[src/core/mpks_pkg.sv]
package mpks_pkg;

	// timing figures in their own units
	localparam int unsigned CLK_MHZ          = 100;
	localparam int unsigned ON_PRESS_MS      = 500;
	localparam int unsigned OFF_PRESS_MS     = 650;
	localparam int unsigned RST_MIN_MS       = 150;
	localparam int unsigned RST_MAX_MS       = 460;
	localparam int unsigned CYC_PER_MS       = CLK_MHZ * 1000;
	// least times round up, which at whole ms is exact
	localparam int unsigned ON_PRESS_CYC     = ON_PRESS_MS * CYC_PER_MS;
	localparam int unsigned OFF_PRESS_CYC    = OFF_PRESS_MS * CYC_PER_MS;
	localparam int unsigned RST_MIN_CYC      = RST_MIN_MS * CYC_PER_MS;
	localparam int unsigned RST_MAX_CYC      = RST_MAX_MS * CYC_PER_MS;
	// fixed length of the internal shutdown phase, in cycles
	localparam int unsigned SHUTDOWN_CYC     = 16;
	localparam int unsigned CNT_W            = 32;

	// card detect configuration reset value: detection off
	localparam logic        CD_EN_RST        = 1'b0;
	localparam logic        CD_ACT_HIGH_RST  = 1'b0;

	typedef enum logic [2:0]
	{
		MPKS_OFF      = 3'b000,
		MPKS_ON       = 3'b001,
		MPKS_WAIT_REL = 3'b010,
		MPKS_SHUTDOWN = 3'b011,
		MPKS_RESET    = 3'b100
	} mpks_state_t;

	// card detect configuration carried as one word
	typedef struct packed
	{
		logic enable;
		logic active_high;
	} mpks_cd_cfg_t;

endpackage : mpks_pkg

[src/core/mpks_sequencer.sv]
`timescale 1ns/1ns
`default_nettype none

module mpks_sequencer
	import mpks_pkg::*;
#(
	parameter int unsigned ON_CYC   = ON_PRESS_CYC,
	parameter int unsigned OFF_CYC  = OFF_PRESS_CYC,
	parameter int unsigned RMIN_CYC = RST_MIN_CYC,
	parameter int unsigned RMAX_CYC = RST_MAX_CYC
)
(
	// clock, reset, enable
	input  wire logic          clk,
	input  wire logic          srst,
	input  wire logic          ce,
	// host pins
	input  wire logic          power_key_n,
	input  wire logic          reset_n,
	// software commands from the module's own command parser
	input  wire logic          software_power_off_command,
	input  wire logic          card_detect_config_command,
	input  wire mpks_pkg::mpks_cd_cfg_t card_detect_config,
	// card slot
	input  wire logic          card_detect_input,
	// open-drain status pin: low level driven while running
	output logic               status_o,
	output logic               status_oe,
	// module state
	output logic               module_on,
	output logic               module_reset_pulse,
	output logic               card_present,
	output logic               card_detect_enabled
);
	import mpks_pkg::*;

	mpks_state_t        state_r;
	mpks_state_t        state_nxt;
	logic [CNT_W-1:0]   key_cnt_r;
	logic [CNT_W-1:0]   rst_cnt_r;
	logic [CNT_W-1:0]   sd_cnt_r;
	logic               sw_off_r;
	logic               rst_pulse_r;
	logic               on_r;
	logic               present_r;
	mpks_cd_cfg_t       cd_cfg_r;

	// saturating increment, shared by both low-time counters and the shutdown timer
	function automatic logic [CNT_W-1:0] sat_inc(input logic [CNT_W-1:0] v);
		sat_inc = (v == {CNT_W{1'b1}}) ? v : v + 1'b1;
	endfunction : sat_inc

	// decoded events
	wire key_low     = ~power_key_n;
	wire on_valid    = (key_cnt_r >= (ON_CYC - 1));
	wire off_valid   = (key_cnt_r >= (OFF_CYC - 1));
	// a pulse is measured at its rising edge, so stray lengths do nothing
	wire rst_rise    = reset_n & (rst_cnt_r != '0);
	wire rst_valid   = rst_rise & (rst_cnt_r >= RMIN_CYC) & (rst_cnt_r <= RMAX_CYC);
	wire sd_done     = (sd_cnt_r == SHUTDOWN_CYC[CNT_W-1:0] - 1'b1);

	// state decodes shared by the next-state logic and the registers
	wire in_off      = (state_r == MPKS_OFF);
	wire in_on       = (state_r == MPKS_ON);
	wire in_wait_rel = (state_r == MPKS_WAIT_REL);
	wire in_shutdown = (state_r == MPKS_SHUTDOWN);
	wire in_reset    = (state_r == MPKS_RESET);
	// the off press holds the module up until release, so both count as running
	wire running     = in_on | in_wait_rel;

	// a software shutdown ending with the key still low comes straight back up;
	// an accepted reset pulse keeps priority so a stuck key cannot mask it
	wire sw_restart  = in_shutdown & sd_done & sw_off_r & key_low & ~rst_valid;

	// counter next values; the key count also restarts on any state change,
	// so one long tied-low press is not reused for on and then off
	wire [CNT_W-1:0] key_cnt_nxt = (!key_low || state_nxt != state_r) ?
		'0 : sat_inc(key_cnt_r);
	wire [CNT_W-1:0] rst_cnt_nxt = reset_n ? '0 : sat_inc(rst_cnt_r);
	// shutdown count stays far below saturation, the shared increment is safe
	wire [CNT_W-1:0] sd_cnt_nxt  = in_shutdown ? sat_inc(sd_cnt_r) : '0;

	// power state machine
	always_comb
	begin
		state_nxt = state_r;
		case (state_r)
			MPKS_OFF:
				if (key_low && on_valid)
					state_nxt = MPKS_ON;
			MPKS_ON:
				if (software_power_off_command)
					state_nxt = MPKS_SHUTDOWN;
				else if (key_low && off_valid)
					state_nxt = MPKS_WAIT_REL;
			MPKS_WAIT_REL:
				if (!key_low)
					state_nxt = MPKS_SHUTDOWN;
			MPKS_SHUTDOWN:
				if (sd_done)
					state_nxt = MPKS_OFF;
			MPKS_RESET:
				state_nxt = MPKS_ON;
			default:
				state_nxt = MPKS_OFF;
		endcase
		// reset pulse wins over everything while powered
		if (rst_valid && (state_r != MPKS_OFF))
			state_nxt = MPKS_RESET;
	end

	// key low-time counter; restarts on release and on each state change so
	// a single long press is not reused for on and then off (tied-low case)
	always_ff @(posedge clk)
	begin
		if (srst)
			key_cnt_r <= '0;
		else if (ce)
			key_cnt_r <= key_cnt_nxt;
	end

	// reset-line low-time counter, cleared one cycle after the rising edge
	always_ff @(posedge clk)
	begin
		if (srst)
			rst_cnt_r <= '0;
		else if (ce)
			rst_cnt_r <= rst_cnt_nxt;
	end

	// shutdown timer and software-origin flag
	always_ff @(posedge clk)
	begin
		if (srst)
		begin
			sd_cnt_r <= '0;
			sw_off_r <= 1'b0;
		end
		else if (ce)
		begin
			sd_cnt_r <= sd_cnt_nxt;
			if (in_on && software_power_off_command)
				sw_off_r <= 1'b1;
			else if (in_off)
				sw_off_r <= 1'b0;
		end
	end

	// state register; a key still low as a software shutdown ends restarts at once
	always_ff @(posedge clk)
	begin
		if (srst)
			state_r <= MPKS_OFF;
		else if (ce)
		begin
			if (sw_restart)
				state_r <= MPKS_ON;
			else
				state_r <= state_nxt;
		end
	end

	// registered outputs
	always_ff @(posedge clk)
	begin
		if (srst)
		begin
			on_r        <= 1'b0;
			rst_pulse_r <= 1'b0;
		end
		else if (ce)
		begin
			on_r        <= running;
			rst_pulse_r <= in_reset;
		end
	end

	// card detect configuration, honoured in every state except MPKS_OFF, which restores the reset value
	always_ff @(posedge clk)
	begin
		if (srst)
		begin
			cd_cfg_r  <= '{enable: CD_EN_RST, active_high: CD_ACT_HIGH_RST};
			present_r <= 1'b0;
		end
		else if (ce)
		begin
			if (in_off)
				cd_cfg_r <= '{enable: CD_EN_RST, active_high: CD_ACT_HIGH_RST};
			else if (card_detect_config_command)
				cd_cfg_r <= card_detect_config;
			present_r <= cd_cfg_r.enable &
				(cd_cfg_r.active_high ? card_detect_input : ~card_detect_input);
		end
	end

	// status pin: drive low while on, otherwise released to the pull-up
	assign status_o            = 1'b0;
	assign status_oe           = on_r;
	assign module_on           = on_r;
	assign module_reset_pulse  = rst_pulse_r;
	assign card_present        = present_r;
	assign card_detect_enabled = cd_cfg_r.enable;

endmodule : mpks_sequencer

`default_nettype wire

[config.mk]
export PLATFORM = sky130hd
export DESIGN_NAME = mpks_sequencer
export DESIGN_NICKNAME = d
export VERILOG_FILES = /design/src/core/mpks_pkg.sv /design/src/core/mpks_sequencer.sv
export SDC_FILE = /design/constraint.sdc
export NUM_CORES = 1
export LEC_CHECK = 0
export ABC_CLOCK_PERIOD_IN_PS = 3190
export BUFFER_PORTS_ARGS = -buffer_cell sky130_fd_sc_hd__buf_4
export CAP_MARGIN = 20
export CORE_MARGIN = 2
export CORE_UTILIZATION = 30
export DETAILED_ROUTE_END_ITERATION = 16
export SLEW_MARGIN = 10
export SYNTH_ARGS = -nofsm -noshare
export SYNTH_HDL_FRONTEND = slang
export SYNTH_SLANG_ARGS = --single-unit
[constraint.sdc]
create_clock -name clk -period 3.19 [get_ports clk]
set_input_delay 0.319 -clock clk [delete_from_list [all_inputs] [get_ports clk]]
set_output_delay 0.319 -clock clk [all_outputs]
set_load 0.05 [all_outputs]
# Yosys cells after proc, flatten, opt, wreduce, memory -nomap -nowiden
# Cells that the tools add are included.
# word_totals
reg_bits	105
in_bits	10
out_inout_bits	6
word_cells	75
# classes
add_sub_neg	3
magnitude_cmp	4
eq_ne	12
mux	19
bitwise_logic	12
n_reduce_logical	15
# ops
cell	count
$mux 32	6
$add 32x1->32 const B	3
$eq 32x32->1 const B	3
$ge 32x26->1 const B	2
$eq 32x4->1 const B	1
$ge 32x24->1 const B	1
$le 32x26->1 const B	1
$reduce_bool 32->1	1
$mux 3	7
$pmux 3 s5	1
$reduce_and 2->1	5
$and 1x1->1	8
$eq 3x2->1 const B	2
$ne 2x2->1 const B	3
$logic_and 1x1->1	4
$mux 2	2
$reduce_bool 2->1	2
$eq 3x1->1 const B	1
$eq 3x3->1 const B	1
$logic_not 3->1	1
$mux 1	3
$ne 3x3->1	1
$not 1->1	3
$reduce_bool 3->1	1
other kinds (2)	2

# Depth between registers and ports, before layout
# Gate-level depths: netlist (run 1).
# depth
ltp_word	10
mapped_depth	12
mapped_depth_nobuf	10

# Worst setup path after synthesis (run 1)
# Ideal clock, no wire load.
# synth_timing
path_type	flip-flop to flip-flop
start	register rst_cnt_r[17]
end	register key_cnt_r[19]
setup_time_ns	0.071
arrival_ns	2.806
t_required_ns	3.119
slack_ns	0.314
path_stages_with_launch	12
n_path_buf	2
synth_period_minus_slack_ns	2.876
path_cell_list	dfxtp_1 buf_6 nor4_2 nand3_1 o41a_1 a211oi_4 maj3_1 mux2i_1 and3_4 buf_6 or4b_1 a21oi_1
# synth_between
elab_chain_len	10
word_cells_on_any_way	13
classes_between	2 x order compare; 2 x eq/ne; 2 x mux; 3 x bitwise; 4 x reduce/logical
# synth_lines
element	line_no	source
start: declaration	mpks_sequencer.sv:40	logic [CNT_W-1:0] rst_cnt_r;
start signal: assignment	mpks_sequencer.sv:128	rst_cnt_r <= rst_cnt_nxt;
parallel branches: the longest is 3 deep, another holds $ge 32x24->1	-	
$and 1x1->1 *	mpks_sequencer.sv:59	wire rst_valid = rst_rise & (rst_cnt_r >= RMIN_CYC) & (rst_cnt_r <= RMAX_CYC);
$logic_and 1x1->1 *	mpks_sequencer.sv:108	if (rst_valid && (state_r != MPKS_OFF))
$mux 3 *	mpks_sequencer.sv:108	
$ne 3x3->1 *	mpks_sequencer.sv:77	wire [CNT_W-1:0] key_cnt_nxt = (!key_low || state_nxt != state_r) ?
$logic_or 1x1->1 *	mpks_sequencer.sv:77	
$ne 2x2->1 (no source line)	-	
$reduce_and 2->1 (no source line)	-	
end signal: assignment	mpks_sequencer.sv:119	key_cnt_r <= key_cnt_nxt;
end: declaration	mpks_sequencer.sv:39	logic [CNT_W-1:0] key_cnt_r;
# Every way passes the cells marked *.
# A chain may end at the register's enable or synchronous reset.

# Worst setup path in the final report (run 1)
# layout_timing
start	register rst_cnt_r[18]
end	register key_cnt_r[20]
# The elaborated chain is that of the path after synthesis.

==> flow_summary.yaml, run 1 <==
detailed_routing:
  wl_per_cell_um: 13.9
  firstDrtPassIters: 5
  drt_iter0_drc: 419
  viasPerCell: 5.29
  drcViolationCount: 0
  routed_wl_um: 13900
  vias: 5254
  drtAntennaViolNets: 0
placement:
  dp_cells: 972
  io_buffers: 14
  hpwl_um: 9290
  globalplace.congestion: 0.846
sta:
  tns_ns: 0
  finClkSkew_ns: 0.00783
  worst_pin_slew_ns: 0.977
  fmax_ghz: 0.325
  final_max_slew_viol_count: 0
  finalHoldViolations: 0
  relSlewSlack: 0.346
  post-route-min-period_ns: 3.08
  whs_ns: 0.200
  fin_crit_sh: 0.965
  setup_viol: 0
global_route:
  grtUsageTotal: 0.139
  grt_overflow_total: 0
  grt_max_degree: 46
  antenna_found_initial: 0
  grt_pass1_vias: 4864
  grt_pass1_wl_um: 23400
clock_network:
  root_buffer: "clkbuf_16"
  clk_latency_ns: 0.36
  cts.sinks: 105
  cts_buffers: 9
  clockBufferDepth: 2
  cts_hold_buf: 0
  htreeDepth: 3
  clk_pin_slew_ns: 0.07
  tritoncts: "yes"
finish:
  antenna_cells: 0
  nFillCells: 1947
  fin_util: 0.357
  areaGrowthSynthToFinish_pct: 16.1
  multi_input_area_mm2: 0.00352
  layout_common_cells: "100 x dfxtp_1, 97 x nor2_1, 71 x nand2_1"
  nets: 769
  final_cell_count_no_fill: 994
  final_layout_size_suffix_gt1_frac: 0.124
  seq_area_mm2: 0.00211
  layout_commonest_cell: "dfxtp_1"
power_and_ir_drop:
  power_density_mw_per_mm2: 422
  p_total_uw: 2820
  p_leak_uw: 0.00215
  vdd_ir_drop_max_uv: 297
yosys:
  async_flop_share: 0
  synth-edff-count: 0
  yosysTopAreaCellShare: 0.364
  seq_area_frac_synth: 0.364
  ys_types: 66
  synth_fp_nets: 748
  ys_seq_elements: 105
  avgSynthCellArea_um2: 7.86
  syn_area_mm2: 0.00577
  syn_inst: 734
  ys_warn_count: 0
  synth_top_area_cell: "dfxtp_1"
  synthFlopType: "dfxtp_1"
  ys_top_cells_by_area: "dfxtp_1 36%, nor2_1 6.3%, xor2_1 5.3%"
job:
  max-cap-violations: 0
floorplan:
  die_h_um: 143
  row_count: 50
  dieArea_mm2: 0.0204
  ios: 16
  die_x_um: 143
  core_area_mm2: 0.0188
  initial_core_util: 0.307
critical_path:
  critPathRequiredTime_ns: 3.48
  slowest_delay_ns: 0.45
  startpoint_type: "flop"
  path_cells: "and4_4 > nand2_1 > o41a_1 > a211oi_4 > maj3_2 > mux2i_4 > and3_4 > or4b_1 > a31oi_1"
  cp_max_fo: 6
  worst_setup_path_end_kind: "flop"
  worst_path_max_delay_cell: "or4b_1"
  worstPathArrival_ns: 3.37
  critPathKind: "reg2reg"
run_status:
  status: "finished, final reports clean"
worst_hold_path:
  min_path_type: "in2reg"
[worst max-delay path: cells and delay by family (launching register included)]
family                     cells  cell delay, ns
AOI/OAI and AO/OA              3            0.96
DFF                            1            0.40
and+or+nand+nor                4            1.05
muxes                          1            0.28
adders and majority gates      1            0.33
[power breakdown]
group | internal [uW] | switching, uW
clock | 788 | 508
combinational | 70.8 | 131
sequential | 1320 | 8.86
total | 2180 | 648
[cells by family after synthesis]
| group | count (synthesis) | share of synthesized area |
|---|---|---|
| buffers and inverters | 57 | 0.0423 |
| flip-flops | 105 | 0.364 |
| XOR/XNOR | 58 | 0.0880 |
| AND/OR/NAND/NOR | 387 | 0.354 |
| AO/OA/AOI/OAI | 119 | 0.137 |
| multiplexers | 2 | 0.00347 |
| other | 1 | 0.000650 |
| adder cells (fa/ha/maj) | 5 | 0.0104 |
[flip-flops by register name, indices dropped and copies added (netlist names)]
signal	cells
sd_cnt_r	32
sw_off_r	1
module_reset_pulse	1
rst_cnt_r	32
card_present	1
state_r	3
card_detect_enabled	1
module_on	1
key_cnt_r	32
cd_cfg_r	1
[cell type report]
class,instances,share of cell area
flip-flops and latches,105,0.315
clock inverters,5,0.0153
inverters,16,0.00897
well taps,234,0.0437
repair buffers,49,0.0555
clock buffers,11,0.0362
multi-input cells,574,0.526
[final timing paths]
path / start / end / slack, ns / depth (start not counted)
setup / recovery: rst_cnt_r[18] / key_cnt_r[20] / 0.11 / 9
hold / removal: card_detect_config[0] / cd_cfg_r[0] / 0.20 / 3
setup reg to reg: rst_cnt_r[18] / key_cnt_r[20] / 0.11 / 9
hold reg to reg: card_present / card_present / 0.46 / 2
[Yosys cell counts, drive strengths merged, types with 3 or more instances]
cell type  instances
dfxtp            105
nor2              97
nand2             72
nand3             49
xor2              35
a21oi             30
nand4             29
clkbuf            27
o21ai             27
nor3              25
xnor2             23
a31oi             22
nor4              20
inv               16
and3              15
buf               14
and4              11
nand4b            10
or3                9
nand3b             8
and2               7
or4b               7
a211oi             6
nor2b              6
or2                5
ha                 4
nor3b              4
or4                4
a2111oi            3
a211o              3
a21boi             3
a21o               3
and3b              3
nor4b              3
o31ai              3
[timing repair]
action                                  4_1_cts  5_1_grt
buffers inserted                              0        4
endpoints found under the hold margin         0        0
gates resized for setup                       0       25
endpoints found under the setup margin        0       25
[per-stage QoR]
stage                     cell area, um^2  setup WS [ns]
after floorplan                      5770          0.314
after global placement               6220         0.0543
after detailed placement             6220         0.0135
after CTS                            6560        0.00735
after global routing                 6700        -0.0781
final                                6700          0.111
[metal layers]
layer  vias to the layer above  part of all wire  routed length [um]  global-route usage
met5                         -                 0                   0                   0
met4                         0             0.010                 140              0.0349
met3                        15             0.034                 478              0.0339
li1                       2694                 -                   -                   -
met1                      2464              0.53                7350               0.201
met2                        81              0.42                5890               0.209
Note: power is estimated with default switching activity, not from simulation.
==> run 2: changes to the inputs <==
--- a/config.mk
+++ b/config.mk
@@ -5,12 +5,14 @@
 export SDC_FILE = /design/constraint.sdc
 export NUM_CORES = 1
 export LEC_CHECK = 0
+export ABC_AREA = 1
 export ABC_CLOCK_PERIOD_IN_PS = 3190
 export BUFFER_PORTS_ARGS = -buffer_cell sky130_fd_sc_hd__buf_4
 export CAP_MARGIN = 20
 export CORE_MARGIN = 2
 export CORE_UTILIZATION = 30
 export DETAILED_ROUTE_END_ITERATION = 16
+export PLACE_DENSITY = 0.4
 export SLEW_MARGIN = 10
 export SYNTH_ARGS = -nofsm -noshare
 export SYNTH_HDL_FRONTEND = slang
==> constraint.sdc (replaced) <==
create_clock -name clk -period 3.19 [get_ports clk]
set_input_delay 0.319 -clock clk [delete_from_list [all_inputs] [get_ports clk]]
set_output_delay 0.319 -clock clk [all_outputs]
set_load 0.02 [all_outputs]
==> flow_summary.yaml, run 2 <==
floorplan:
  core_area_mm2: 0.0220
  dieArea_mm2: 0.0238
  die_x_um: 154
  row_count: 54
  ios: 16
  die_h_um: 154
  initial_core_util: 0.308
yosys:
  seq_area_frac_synth: 0.310
  synth_fp_nets: 1103
  avgSynthCellArea_um2: 6.22
  syn_area_mm2: 0.00678
  yosysTopAreaCellShare: 0.310
  synth-edff-count: 0
  async_flop_share: 0
  syn_inst: 1089
  ys_types: 39
  ys_warn_count: 0
  ys_seq_elements: 105
  ys_top_cells_by_area: "dfxtp_1 31%, nand2_1 12%, nor2_1 8.5%"
  synthFlopType: "dfxtp_1"
  synth_common_cells: "209 x nand2_1, 154 x nor2_1, 144 x inv_1"
  synth_top_area_cell: "dfxtp_1"
  synth_most_common_cell: "nand2_1"
job:
  max-cap-violations: 0
clock_network:
  clk_pin_slew_ns: 0.08
  cts_buffers: 9
  htreeDepth: 3
  cts_setup_buffers: 0
  tritoncts: "yes"
  clockBufferDepth: 2
  clk_latency_ns: 0.37
  cts.sinks: 105
  root_buffer: "clkbuf_16"
critical_path:
  r2r-end: "key_cnt_r[26]"
  r2r-start: "key_cnt_r[0]"
  worst_setup_path_end_kind: "flop"
  startpoint_type: "flop"
  slowest_delay_ns: 0.39
  worstPathArrival_ns: 3.02
  critPathRequiredTime_ns: 3.45
  cp_max_fo: 61
  critPathKind: "reg2reg"
  worst-path-buf-inv: 2
  path_common_cell: "nand2_1"
  worst_path_max_delay_cell: "dfxtp_1"
  regToRegSetupSlack_ns: 0.43
  path_cells: "ha_1 > nand3_1 > o21ai_0 > nand2_1 > nand2_1 > nand2_1 > nand2_1 > nand2_1 > nand2_1 > nand2_1 > nand2_1 > nand3_1 > nand2_1 > nor2_2 > nand3_2 > buf_6 > nand2_1 > o21ai_0 > inv_1"
  crit_family: "simple AND/OR/NAND/NOR gates"
  rr_worst_depth: 19
global_route:
  grt_max_degree: 71
  grt_pass1_wl_um: 33500
  grtUsageTotal: 0.174
  antenna_found_initial: 0
  grt_overflow_total: 0
  grt_pass1_vias: 6441
detailed_routing:
  wl_per_cell_um: 14.6
  firstDrtPassIters: 4
  drt_iter0_drc: 415
  routed_wl_um: 20000
  viasPerCell: 4.98
  drtAntennaViolNets: 0
  drcViolationCount: 0
  vias: 6832
worst_hold_path:
  min_path_type: "in2reg"
  holdCritStartpoint: "card_detect_config[1]"
  hold_path_depth: 3
  min_to: "card_detect_enabled"
placement:
  io_buffers: 14
  hpwl_um: 14900
  globalplace.congestion: 0.799
  place_ws_ns: 0.324
  dp_cells: 1356
sta:
  tns_ns: 0
  worst_pin_slew_ns: 0.742
  rsz0062_at_grt: "no"
  layout_setup_ws_ns: 0.427
  finalHoldViolations: 0
  post-route-min-period_ns: 2.76
  finClkSkew_ns: 0.0147
  fin_crit_sh: 0.866
  final_max_slew_viol_count: 0
  fmax_ghz: 0.362
  relSlewSlack: 0.505
  setup_viol: 0
power_and_ir_drop:
  p_sw_uw: 840
  clkPwrFrac: 0.403
  p_comb_frac: 0.113
  vdd_ir_drop_max_uv: 225
  swShare: 0.294
  seqPwrFrac: 0.484
  p_leak_uw: 0.00280
  power_density_mw_per_mm2: 385
  p_int_uw: 2020
finish:
  final_layout_size_suffix_gt1_frac: 0.0577
  nets: 1101
  reg_top3: "key_cnt_r x32, rst_cnt_r x32, sd_cnt_r x32"
  nFillCells: 2468
  layout_commonest_cell: "nand2_1"
  areaGrowthSynthToFinish_pct: 9.55
  final_cell_count_no_fill: 1372
  antenna_cells: 0
  layout_common_cells: "209 x nand2_1, 154 x nor2_1, 144 x inv_1"
run_status:
  status: "finished, final reports clean"
run 2: cell types whose count changed in the layout (fill, tap and decap cells not counted), sizes merged, moves of 18 or more:
cell   previous run  this run
a21oi            30       100
a31oi            22         4
buf              49        27
inv              16       148
nand2            72       213
nand3            49        96
nor2             97       161
nor3             25        58
o21ai            27        47
run 2: worst max-delay path by stage:
stage	to	slack, ns	cells past startpoint	startpoint
2_1_floorplan	key_cnt_r[10]	0.89	17	key_cnt_r[0]
3_3_place_gp	key_cnt_r[31]	0.35	19	key_cnt_r[0]
3_5_place_dp	key_cnt_r[26]	0.32	19	key_cnt_r[0]
4_1_cts	key_cnt_r[26]	0.30	19	key_cnt_r[0]
5_1_grt	key_cnt_r[23]	0.07	20	key_cnt_r[0]
6_report	key_cnt_r[26]	0.43	19	key_cnt_r[0]
run 2: layer usage:
layer / GRT usage / wire length (um) / vias to the layer above
li1: - / - / 3571
met1: 0.239 / 9960 / 3123
met2: 0.281 / 8990 / 115
met3: 0.0266 / 622 / 23
met4: 0.0534 / 402 / 0
met5: 0 / 0 / -
run 2: logic make-up (layout without fill, tap and decap cells):
logic type,Yosys count,after routing,share of synthesized area
buffers and inverters,186,189,0.114
AO/OA/AOI/OAI,171,171,0.136
flip-flops,105,105,0.310
adder cells (fa/ha/maj),4,4,0.00739
XOR/XNOR,33,33,0.0427
other,1,1,0.000553
AND/OR/NAND/NOR,589,589,0.390
run 2: through the flow:
step	util	power (uW)	hold slack, ns	cell area (um^2)
finish	0.337	2860	0.235	7420
global route	0.337	3010	0.232	7420
CTS	0.337	2920	0.228	7420
detailed placement	0.323	1740	0.465	7120
global placement	0.323	1740	0.468	7120
floorplan	-	1640	0.444	6780
run 2: final cells by class:
class,count,area [um^2],area share
Multi-Input combinational cell,798,3900,0.526
Sequential cell,105,2100,0.283
Inverter,146,548,0.0738
Tap cell,280,350,0.0472
Clock buffer,10,239,0.0322
Timing Repair Buffer,27,219,0.0295
Clock inverter,6,61.3,0.00826
run 2: tightest hold or removal path: stages:
cell and delay, ns:
buf_4 0.11, nand4_1 0.07, a21oi_1 0.06
run 2: timing repair:
| action | in CTS | in global routing |
|---|---|---|
| setup endpoints to repair | 0 | 2 |
| hold buffers | 0 | 0 |
| resized for setup | 0 | 1 |
run 2: power by group through the flow:
stage          logic [uW]  registers (uW)  clock network, uW
2_1_floorplan         241            1400                  0
3_3_place_gp          326            1420                  0
3_5_place_dp          325            1410                  0
4_1_cts               326            1380               1210
5_1_grt               369            1390               1250
6_report              321            1380               1150
